[src/hdl/odp_pkg.sv]
// Purpose : Constants for the eight-bit open-drain port
// Assumes : AHB-Lite register access, 32-bit data, one word per register
// Notes   : Control register holds only the standby pin-float bit; bit set/clear has its own register
package odp_pkg;
    localparam int unsigned WIDTH        = 8;
    localparam logic [31:0] LATCH_ADDR   = 32'h00000014;
    localparam logic [31:0] CTRL_ADDR    = 32'h00000018;
    localparam logic [31:0] BITOP_ADDR   = 32'h0000001C;
    localparam logic [7:0]  LATCH_RESET  = 8'hFF;
    localparam logic [7:0]  SYNC_RESET   = 8'hFF;
    localparam int unsigned CTRL_FLT_BIT = 0;
    localparam int unsigned BITOP_VAL    = 3;
    localparam logic [1:0]  HTRANS_NSEQ  = 2'h2;
    localparam logic [1:0]  HTRANS_SEQ   = 2'h3;
    localparam logic [2:0]  HSIZE_WORD   = 3'h2;
endpackage : odp_pkg

[src/hdl/odp_port.sv]
// Purpose : Eight-bit open-drain port with AHB-Lite register access
// Assumes : Pins and resource signals synchronous to clock
// Notes   : Outputs come straight from flip-flops, except hreadyout and hresp, which are tied constant
// Pin map : 0 simple serial clock, 1 data in, 2 data out;
//           3 buffered serial clock, 4 data in, 5 data out; 6,7 plain.
//
// The AHB-Lite interface to the registers is this design's own decision.

// Summary of operation
// - latch bit n controls pin n, bits 0 through 7
// - writing zero stores it and pulls the pin low
// - writing one stores it and releases the pin as input
// - reads return pin levels; a driven-low bit reads zero
// - a released bit reads the external pin level
// - bit set and clear act on latch contents, others unchanged
// - active resource output enable overrides the latch on that pin
// - a resource-driven pin reads back the level being driven
// - pin level feeds resources except in standby with pin-float bit one
// - reset sets every latch bit to one
// - standby with pin-float bit one forces all drivers off
// - standby with pin-float bit one holds input path fixed
// - pull-up option makes released pins rest high
// - latch reads and writes at offset 0x14
// - pins 0-2 simple serial, pins 3-5 buffered serial unit
// - open-drain outputs only, never drive high
module odp_port #(
    parameter bit PULLUP_OPTION = 1'b0
) (
    input  wire logic        clock,
    input  wire logic        srst,
    input  wire logic        hsel,
    input  wire logic [31:0] haddr,
    input  wire logic [1:0]  htrans,
    input  wire logic        hwrite,
    input  wire logic [2:0]  hsize,
    input  wire logic [31:0] hwdata,
    input  wire logic        hready,
    output logic      [31:0] hrdata,
    output logic             hreadyout,
    output logic             hresp,
    input  wire logic [7:0]  pin_in,
    output logic      [7:0]  pin_out,
    output logic      [7:0]  pin_oe_n,
    output logic      [7:0]  pin_pullup,
    input  wire logic        standby_mode,
    output logic             standby_pin_float,
    input  wire logic        simple_serial_clock_oe,
    input  wire logic        simple_serial_clock_o,
    input  wire logic        simple_serial_data_out_oe,
    input  wire logic        simple_serial_data_out_o,
    input  wire logic        buffered_serial_clock_oe,
    input  wire logic        buffered_serial_clock_o,
    input  wire logic        buffered_serial_data_out_oe,
    input  wire logic        buffered_serial_data_out_o,
    output logic             simple_serial_clock_i,
    output logic             simple_serial_data_in,
    output logic             buffered_serial_clock_i,
    output logic             buffered_serial_data_in
);

    // ------------------------------------------------------------
    // Decode helpers
    // ------------------------------------------------------------
    function automatic logic odp_hit(input logic [31:0] a,
                                     input logic [31:0] base);
        odp_hit = (a[31:2] == base[31:2]);
    endfunction : odp_hit

    // ------------------------------------------------------------
    // Resource overrides
    // ------------------------------------------------------------
    logic [7:0] res_oe;
    logic [7:0] res_val;
    always_comb begin
        res_oe  = 8'h00; // Pins 6 and 7 have no resource
        res_val = 8'hFF;
        res_oe[0]  = simple_serial_clock_oe;
        res_val[0] = simple_serial_clock_o;
        res_oe[2]  = simple_serial_data_out_oe;
        res_val[2] = simple_serial_data_out_o;
        res_oe[3]  = buffered_serial_clock_oe;
        res_val[3] = buffered_serial_clock_o;
        res_oe[5]  = buffered_serial_data_out_oe;
        res_val[5] = buffered_serial_data_out_o;
    end

    // ------------------------------------------------------------
    // State registers
    // ------------------------------------------------------------
    logic [7:0]  latch_reg,    latch_next;
    logic        float_reg,    float_next;
    logic [7:0]  sync1_reg,    sync1_next;
    logic [7:0]  sync2_reg,    sync2_next;
    logic        wr_pend_reg,  wr_pend_next;
    logic [1:0]  wr_sel_reg,   wr_sel_next;
    logic [31:0] hrdata_reg,   hrdata_next;
    logic [7:0]  oe_n_reg,     oe_n_next;
    logic [7:0]  pout_reg,     pout_next;
    logic [7:0]  pull_reg,     pull_next;
    logic [3:0]  res_in_reg,   res_in_next;
    logic        float_out_reg;
    logic        float_active;
    logic        addr_ok;

    assign float_active = standby_mode && float_reg;
    assign addr_ok = hsel && hready && (htrans == odp_pkg::HTRANS_NSEQ ||
                     htrans == odp_pkg::HTRANS_SEQ);

    // Bus slave, latch and control next-state
    always_comb begin
        latch_next   = latch_reg;
        float_next   = float_reg;
        wr_pend_next = 1'b0;
        wr_sel_next  = wr_sel_reg;
        hrdata_next  = 32'h00000000;
        if (wr_pend_reg) begin
            unique case (wr_sel_reg)
                2'h1: latch_next = hwdata[7:0];
                2'h2: float_next = hwdata[odp_pkg::CTRL_FLT_BIT];
                2'h3: latch_next[hwdata[2:0]] =
                          hwdata[odp_pkg::BITOP_VAL];
                default: latch_next = latch_reg;
            endcase
        end
        if (addr_ok && hwrite) begin
            wr_pend_next = 1'b1;
            if (odp_hit(haddr, odp_pkg::LATCH_ADDR))
                wr_sel_next = 2'h1;
            else if (odp_hit(haddr, odp_pkg::CTRL_ADDR))
                wr_sel_next = 2'h2;
            else if (odp_hit(haddr, odp_pkg::BITOP_ADDR))
                wr_sel_next = 2'h3;
            else
                wr_sel_next = 2'h0; // Unmapped write ignored
        end else if (addr_ok) begin
            if (odp_hit(haddr, odp_pkg::LATCH_ADDR))
                hrdata_next = {24'h000000, sync2_reg};
            else if (odp_hit(haddr, odp_pkg::CTRL_ADDR))
                hrdata_next = {31'h00000000, float_reg};
            else if (odp_hit(haddr, odp_pkg::BITOP_ADDR))
                hrdata_next = {24'h000000, latch_reg};
        end
    end

    // Pin drive, pull-up and resource input next-state
    always_comb begin
        for (int i = 0; i < 8; i++) begin
            // Open drain: only ever drives low
            pout_next[i] = 1'b0;
            if (float_active)
                oe_n_next[i] = 1'b1;
            else if (res_oe[i])
                oe_n_next[i] = res_val[i];
            else
                oe_n_next[i] = latch_next[i];
            pull_next[i] = PULLUP_OPTION;
        end
        sync1_next = pin_in;
        sync2_next = sync1_reg;
        if (float_active)
            res_in_next = 4'hF;
        else
            res_in_next = {sync2_reg[4], sync2_reg[3],
                           sync2_reg[1], sync2_reg[0]};
    end

    // Registers
    always_ff @(posedge clock) begin
        if (srst) begin
            latch_reg     <= odp_pkg::LATCH_RESET;
            float_reg     <= 1'b0;
            sync1_reg     <= odp_pkg::SYNC_RESET;
            sync2_reg     <= odp_pkg::SYNC_RESET;
            wr_pend_reg   <= 1'b0;
            wr_sel_reg    <= 2'h0;
            hrdata_reg    <= 32'h00000000;
            oe_n_reg      <= 8'hFF;
            pout_reg      <= 8'h00;
            pull_reg      <= 8'h00;
            res_in_reg    <= 4'hF;
            float_out_reg <= 1'b0;
        end else begin
            latch_reg     <= latch_next;
            float_reg     <= float_next;
            sync1_reg     <= sync1_next;
            sync2_reg     <= sync2_next;
            wr_pend_reg   <= wr_pend_next;
            wr_sel_reg    <= wr_sel_next;
            hrdata_reg    <= hrdata_next;
            oe_n_reg      <= oe_n_next;
            pout_reg      <= pout_next;
            pull_reg      <= pull_next;
            res_in_reg    <= res_in_next;
            float_out_reg <= float_next;
        end
    end

    // Outputs straight from flip-flops; hreadyout and hresp tied constant
    assign hrdata                  = hrdata_reg;
    assign hreadyout               = 1'b1;
    assign hresp                   = 1'b0;
    assign pin_out                 = pout_reg;
    assign pin_oe_n                = oe_n_reg;
    assign pin_pullup              = pull_reg;
    assign standby_pin_float       = float_out_reg;
    assign simple_serial_clock_i   = res_in_reg[0];
    assign simple_serial_data_in   = res_in_reg[1];
    assign buffered_serial_clock_i = res_in_reg[2];
    assign buffered_serial_data_in = res_in_reg[3];

    // ------------------------------------------------------------
    // Assertions
    // ------------------------------------------------------------
    property p_reset_float;
        @(posedge clock) $fell(srst) |-> latch_reg == 8'hFF;
    endproperty
    a_reset_float: assert property (p_reset_float)
        else $error("latch not all ones after reset");

    property p_write_latch;
        @(posedge clock) disable iff (srst)
        (addr_ok && hwrite && odp_hit(haddr, odp_pkg::LATCH_ADDR))
        ##1 1'b1 |=> latch_reg == $past(hwdata[7:0]);
    endproperty
    a_write_latch: assert property (p_write_latch)
        else $error("latch write not stored");

    property p_never_high;
        @(posedge clock) disable iff (srst) pin_out == 8'h00;
    endproperty
    a_never_high: assert property (p_never_high)
        else $error("port drives high");

    property p_standby_off;
        @(posedge clock) disable iff (srst)
        float_active |=> pin_oe_n == 8'hFF && res_in_reg == 4'hF;
    endproperty
    a_standby_off: assert property (p_standby_off)
        else $error("drivers not off in standby");

    property p_latch_drive;
        @(posedge clock) disable iff (srst)
        (!float_active && res_oe == 8'h00) |=>
        pin_oe_n == $past(latch_next);
    endproperty
    a_latch_drive: assert property (p_latch_drive)
        else $error("driver does not follow latch");

    property p_res_over;
        @(posedge clock) disable iff (srst)
        (!float_active && res_oe[2]) |=> pin_oe_n[2] == $past(res_val[2]);
    endproperty
    a_res_over: assert property (p_res_over)
        else $error("resource output not given priority");

    property p_read_pins;
        @(posedge clock) disable iff (srst)
        (addr_ok && !hwrite && odp_hit(haddr, odp_pkg::LATCH_ADDR))
        |=> hrdata[7:0] == $past(pin_in, 3);
    endproperty
    a_read_pins: assert property (p_read_pins)
        else $error("read does not return synchronised pins");

    property p_res_in;
        @(posedge clock) disable iff (srst)
        !float_active |=> simple_serial_data_in == $past(sync2_reg[1]);
    endproperty
    a_res_in: assert property (p_res_in)
        else $error("resource input not passed through");

    property p_reset_drivers;
        @(posedge clock) srst |=>
        pin_oe_n == 8'hFF && latch_reg == odp_pkg::LATCH_RESET;
    endproperty
    a_reset_drivers: assert property (p_reset_drivers)
        else $error("drivers not released by reset");

    property p_pullup;
        @(posedge clock) disable iff (srst)
        !srst |=> pin_pullup == {8{PULLUP_OPTION}};
    endproperty
    a_pullup: assert property (p_pullup)
        else $error("pull-up enable does not match option");

    property p_bitop_keep;
        @(posedge clock) disable iff (srst)
        (wr_pend_reg && wr_sel_reg == 2'h3) |=>
        ((latch_reg ^ $past(latch_reg)) &
         ~(8'h01 << $past(hwdata[2:0]))) == 8'h00;
    endproperty
    a_bitop_keep: assert property (p_bitop_keep)
        else $error("bit operation disturbed other latch bits");

    property p_write_ctrl;
        @(posedge clock) disable iff (srst)
        (wr_pend_reg && wr_sel_reg == 2'h2) |=>
        standby_pin_float == $past(hwdata[odp_pkg::CTRL_FLT_BIT]);
    endproperty
    a_write_ctrl: assert property (p_write_ctrl)
        else $error("pin-float control bit not stored");

    // Main scenarios: writes, standby, resource drive, bit ops, reset
    c_write: cover property (@(posedge clock) wr_pend_reg);
    c_standby: cover property (@(posedge clock) float_active);
    c_res: cover property (@(posedge clock) res_oe[5]);
    c_bitop: cover property (@(posedge clock)
        wr_pend_reg && wr_sel_reg == 2'h3);
    c_reset_release: cover property (@(posedge clock) $fell(srst));

endmodule : odp_port

[config.mk]
export PLATFORM = sky130hd
export DESIGN_NAME = odp_port
export DESIGN_NICKNAME = d
export VERILOG_FILES = /design/src/hdl/odp_pkg.sv /design/src/hdl/odp_port.sv
export SDC_FILE = /design/constraint.sdc
export NUM_CORES = 1
export LEC_CHECK = 0
export ABC_AREA = 1
export BUFFER_PORTS_ARGS = -buffer_cell sky130_fd_sc_hd__buf_2
export CAP_MARGIN = 20
export CELL_PAD_IN_SITES_DETAIL_PLACEMENT = 1
export CELL_PAD_IN_SITES_GLOBAL_PLACEMENT = 2
export CORE_ASPECT_RATIO = 0.75
export CORE_UTILIZATION = 21
export CTS_CLUSTER_SIZE = 20
export DETAILED_ROUTE_END_ITERATION = 12
export PLACE_DENSITY = 0.83
export SYNTH_ARGS = -nofsm -noshare
export SYNTH_HDL_FRONTEND = slang
export SYNTH_SLANG_ARGS = --single-unit
[constraint.sdc]
create_clock -name clock -period 1.5 [get_ports clock]
set_clock_uncertainty 0.2 [all_clocks]
set_input_delay 0.225 -clock clock [delete_from_list [all_inputs] [get_ports clock]]
set_output_delay 0.225 -clock clock [all_outputs]
set_load 0.02 [all_outputs]
==> flow_summary.json, run 1 <==
{
  "post-place-ws_ns": -0.06451,
  "r2r_setup_slack_ns": 0.12,
  "synth_cell_types": 28,
  "clkTransAtPathRegs_ns": 0.06,
  "worst_ep_arrival_time_ns": 1.36,
  "cap_viol_max_count": 0,
  "dr_total_vias": 2220,
  "syn-cell-area_sq_um": 2461,
  "setup_viol": 0,
  "synth_ff_type": "dfxtp_1",
  "synthTopCellsByArea": "dfxtp_1 (39%), buf_4 (13%), nand2_1 (10%)",
  "cts_setup_buffers": 0,
  "antenna_found_initial": 1,
  "place_area_sq_um": 2909,
  "htree_levels": 2,
  "peakVddDrop_mv": 0.4164,
  "start_util": 0.2208,
  "max_freq_ghz": 0.7251,
  "critPathLaunchType": "flop",
  "p_leak_nw": 1.604,
  "dieArea_sq_um": 12160,
  "hold_class": "in -> reg",
  "hp-start": "srst",
  "drc": 0,
  "yosysSeqAreaShare": 0.3904,
  "cts_tree": "yes",
  "required_ns": 1.48,
  "initialDrtViolationCount": 53,
  "path_delay_family": "flip-flops",
  "syn_to_final_growth_pct": 31.22,
  "finalWorstSetupSlack_ns": 0.1209,
  "cts-buffers-inserted": 5,
  "clock_sinks": 48,
  "crit_top_cell": "inv_1",
  "firstDrtPassIters": 4,
  "gp_congestion": 0.7313,
  "multi_input_area_sq_um": 1151,
  "syn_inst": 343,
  "overflow": 0,
  "period_minus_slack_ns": 1.379,
  "yosys.area.top_type": "dfxtp_1",
  "fin_nets": 539,
  "layout.area.seq_sq_um": 962.2,
  "hold_depth": 2,
  "finalCritPeriodShare": 0.9194,
  "ant_nets": 0,
  "r2r-start": "wr_sel_reg[1]",
  "dp_hpwl_mm": 5.602,
  "grt_max_degree": 18,
  "fin_tns_setup_ns": 0,
  "clk-insertion-delay-late_ns": 0.29,
  "cts-root-buf": "clkbuf_16",
  "first_global_vias": 2298,
  "crit_fanout": 4,
  "pin_count": 154,
  "fin_hold_ws_ns": 0.02905,
  "ys.warnings.count": 0,
  "die_y_um": 95.76,
  "reg2regPathDepth": 6,
  "end_kind": "flop",
  "synth_commonest_cells": "nand2_1 (68), dfxtp_1 (48), buf_4 (43)",
  "wl_per_cell_um": 11.64,
  "ys_seq_elements": 48,
  "syn_area_per_cell_sq_um": 7.175,
  "hold_viol": 0,
  "drv_slew": 0,
  "p_per_area_nw_per_um2": 865.4,
  "coreArea_sq_um": 11150,
  "status": "finished clean",
  "routed_wl_mm": 6.868,
  "cts_buffer_depth": 2,
  "r2r_end": "latch_reg[3]",
  "critPathBufInv": 2,
  "crit_path_top_delay_cell": "dfxtp_2",
  "crit_type": "reg -> reg",
  "row_count": 33,
  "die_w_um": 127.0,
  "viasPerCell": 3.763,
  "synth.top_cell.area_share": 0.3904,
  "io_buffers": 81,
  "path_cells": "inv_1 > nand2_1 > inv_1 > a22oi_2 > o21ai_1 > or2_1",
  "grt_pass1_wl_mm": 11.14,
  "fill_cells": 1423,
  "holdPathEnd": "wr_sel_reg[1]",
  "max_stage_delay_ns": 0.36,
  "drive_gt1_frac": 0.3163,
  "synth_edf_count": 0,
  "fin_area_sq_um": 3229,
  "grt_usage": 0.1187,
  "async_flop_share": 0,
  "synth.most_common_cell": "nand2_1"
}
==> how the worst max path moves through the flow <==
stage                              end  cells past startpoint     startpoint  slack [ns]
after floorplan           latch_reg[3]                      6  wr_sel_reg[1]        0.22
after global placement       hrdata[4]                      9      haddr[27]       -0.05
after detailed placement     hrdata[4]                      9      haddr[19]       -0.06
after CTS                 latch_reg[3]                      6  wr_sel_reg[1]        0.03
after global routing       pin_oe_n[7]                      6  wr_sel_reg[0]      -0.005
final                     latch_reg[3]                      6  wr_sel_reg[1]        0.12
==> cell usage in the layout (no fill, tap or decap) <==
cell / synthesis / final
o21ai_1: 12 / 12
a21oi_1: 16 / 16
nor3_1: 3 / 3
nor3_2: 1 / 1
dfxtp_1: 48 / 47
clkinv_2: 0 / 2
nand3_1: 24 / 24
o21ai_0: 10 / 10
nor2_4: 4 / 4
a31oi_1: 1 / 1
nand2_2: 4 / 5
inv_4: 1 / 1
diode_2: 0 / 1
clkbuf_16: 0 / 5
or2_1: 1 / 1
nor2_1: 30 / 30
buf_4: 43 / 9
nand2_1: 68 / 67
o21ai_2: 1 / 1
or2_2: 20 / 20
inv_2: 2 / 2
clkbuf_8: 0 / 1
inv_1: 37 / 37
dlygate4sd3_1: 0 / 16
nand3_2: 1 / 1
conb_1: 2 / 42
dfxtp_2: 0 / 1
clkinv_1: 1 / 1
buf_2: 1 / 81
a22oi_2: 0 / 1
nor2_2: 6 / 6
nand2_4: 1 / 1
==> cell families (layout without fill, tap and decap cells) <==
family / after synthesis / in the layout / share of synthesized area
other: 2 / 43 / 0.003051
AO/OA/AOI/OAI: 41 / 41 / 0.08643
flip-flops: 48 / 48 / 0.3904
buffers and inverters: 89 / 155 / 0.2059
AND/OR/NAND/NOR: 163 / 163 / 0.3142
==> metal layers <==
layer | routed length (um) | vias up | GRT usage
li1 | - | 1183 | -
met1 | 3221 | 966 | 0.1442
met2 | 3185 | 67 | 0.2083
met3 | 425 | 4 | 0.03669
met4 | 35 | 0 | 0.02381
met5 | 0 | - | 0
==> what timing repair did <==
item	4_1_cts	5_1_grt
hold endpoints to repair	12	0
hold buffers	16	0
setup endpoints to repair	0	4
gates resized for setup	0	3
==> through the flow <==
stage / std cells / power, mW / util
global route: 589 / 2.934 / 0.2895
floorplan: 383 / 1.634 / -
detailed placement: 565 / 1.681 / 0.2609
CTS: 589 / 2.845 / 0.2887
global placement: 565 / 1.673 / 0.2609
finish: 590 / 2.795 / 0.2897
==> worst register-to-register path: stages, from the launching register on <==
cell,delay (ns)
dfxtp_2,0.36
inv_1,0.06
nand2_1,0.05
inv_1,0.09
a22oi_2,0.19
o21ai_1,0.12
or2_1,0.22
==> area by class of cell <==
class	instances	area share
tap	140	0.05424
clock inverter	2	0.003100
inverter	41	0.04843
clock buffer	6	0.04301
antenna	1	0.0007749
sequential	48	0.2979
multi-input combinational	246	0.3564
timing repair buffer	106	0.1960
==> where the power goes <==
group	internal [mW]	switching (mW)	leakage, nW
clock network	0.657	0.452	0.0766
logic	0.139	0.232	1.13
registers	1.31	0.00953	0.393
(Power assumes the default switching activity.)
==> run 2, diff against run 1 <==
--- a/config.mk
+++ b/config.mk
@@ -14,6 +14,7 @@
 export CORE_UTILIZATION = 21
 export CTS_CLUSTER_SIZE = 20
 export DETAILED_ROUTE_END_ITERATION = 12
+export HOLD_SLACK_MARGIN = 0.1
 export PLACE_DENSITY = 0.83
 export SYNTH_ARGS = -nofsm -noshare
 export SYNTH_HDL_FRONTEND = slang
==> run 2 against run 1 <==
Compared with the run above:
- first-iteration DRC count down 11%
- routed wire length up 1.8%
- non-clock buffer count up 3
- worst setup slack worse by 0.0050 ns
- die area unchanged
==> flow_summary.json, run 2 (synthesized netlist as in run 1, its figures left out) <==
{
  "status": "finished clean",
  "hold_viol": 0,
  "critPathLaunchType": "primary input",
  "p_switching_mw": 0.6968,
  "start_util": 0.2208,
  "grt_pass1_wl_mm": 11.34,
  "required_ns": 1.52,
  "cts-root-buf": "clkbuf_16",
  "htree_levels": 2,
  "p_leak_nw": 1.620,
  "final-instance-count-excl-fill": 592,
  "hold_class": "in -> reg",
  "period_minus_slack_ns": 1.384,
  "syn_to_final_growth_pct": 32.74,
  "crit_fanout": 5,
  "viasPerCell": 3.782,
  "overflow": 0,
  "gp_congestion": 0.7313,
  "finalCritPeriodShare": 0.9227,
  "cts_tree": "yes",
  "grt_max_degree": 18,
  "cts-buffers-inserted": 5,
  "dp.cells": 565,
  "worst_ep_arrival_time_ns": 1.40,
  "final_common_cell": "buf_2",
  "drive_gt1_frac": 0.3142,
  "dieArea_sq_um": 12160,
  "die_w_um": 127.0,
  "n_antenna_cell": 0,
  "fin_tns_setup_ns": 0,
  "coreArea_sq_um": 11150,
  "post-place-ws_ns": -0.06451,
  "p_per_area_nw_per_um2": 858.2,
  "grt_usage": 0.1211,
  "place_area_sq_um": 2909,
  "routed_wl_mm": 6.992,
  "crit_type": "in -> reg",
  "cap_viol_max_count": 0,
  "clk-insertion-delay-late_ns": 0.29,
  "dp_hpwl_mm": 5.602,
  "peakVddDrop_mv": 0.4161,
  "drv_slew": 0,
  "fin_area_sq_um": 3267,
  "clkTransAtPathRegs_ns": 0.06,
  "p_comb_frac": 0.136,
  "initialDrtViolationCount": 47,
  "ant_nets": 0,
  "clock_sinks": 48,
  "intPower_mw": 2.107,
  "power_frac_seq": 0.469,
  "clkPwrFrac": 0.395,
  "final_util": 0.2930,
  "first_global_vias": 2316,
  "fin_nets": 542,
  "end_kind": "flop",
  "pin_count": 154,
  "cts_buffer_depth": 2,
  "antenna_found_initial": 0,
  "setup_viol": 0,
  "wl_per_cell_um": 11.81,
  "die_y_um": 95.76,
  "finalWorstSetupSlack_ns": 0.1159,
  "mostFrequentLayoutCells": "buf_2 (81), nand2_1 (67), dfxtp_1 (47)",
  "firstDrtPassIters": 4,
  "dr_total_vias": 2239,
  "io_buffers": 81,
  "fill_cells": 1424,
  "drc": 0,
  "swShare": 0.2486,
  "row_count": 33,
  "max_freq_ghz": 0.7225
}
==> run 2: power groups by stage <==
stage	sequential, mW	clock, mW	combinational [mW]
6_report	1.32	1.11	0.381
5_1_grt	1.32	1.20	0.424
4_1_cts	1.31	1.16	0.377
3_3_place_gp	1.34	0	0.330
3_5_place_dp	1.34	0	0.338
2_1_floorplan	1.35	0	0.281
==> run 2: area by class of cell <==
cell class	instances	area [sq um]	share of cell area
clock buffers	6	138.9	0.04251
clock inverters	2	10.01	0.003064
inverters	41	156.4	0.04787
multi-input cells	246	1157	0.3543
flip-flops and latches	48	962.2	0.2945
well taps	140	175.2	0.05362
repair buffers	109	666.9	0.2041
==> run 2: path summary, 6_finish.rpt <==
kind	start	end	slack, ns	cells past startpoint
worst min-delay path	hwdata[6]	latch_reg[6]	0.10	5
worst max-delay path	hwrite	hrdata[4]	0.12	6
worst max register to register	wr_sel_reg[1]	latch_reg[3]	0.13	6
worst min register to register	sync1_reg[4]	sync2_reg[4]	0.21	1
==> run 2: what timing repair did <==
action | 4_1_cts | 5_1_grt
gates resized for setup | 0 | 5
endpoints found under the hold margin | 14 | 0
hold buffers | 19 | 0
endpoints found under the setup margin | 0 | 7
buffers inserted | 0 | 0
==> run 2: worst max-delay path, cell delays in order <==
cell and delay, ns:
dlygate4sd3_1 0.56, buf_2 0.15, nor3_4 0.14, buf_6 0.14, o21ai_1 0.08, nor2_1 0.11
==> run 2: layer usage <==
metal / vias up / share of wire / GRT usage
li1: 1187 / - / -
met3: 5 / 0.056 / 0.03502
met1: 980 / 0.47 / 0.1490
met5: - / 0 / 0
met4: 0 / 0.0054 / 0.02381
met2: 67 / 0.47 / 0.2125
==> run 2: metrics by stage <==
step                hold slack, ns  power [mW]
floorplan                   0.1211       1.634
global placement            0.1912       1.673
detailed placement          0.1960       1.681
CTS                         0.1043       2.852
global route                0.1298       2.945
finish                      0.1006       2.804
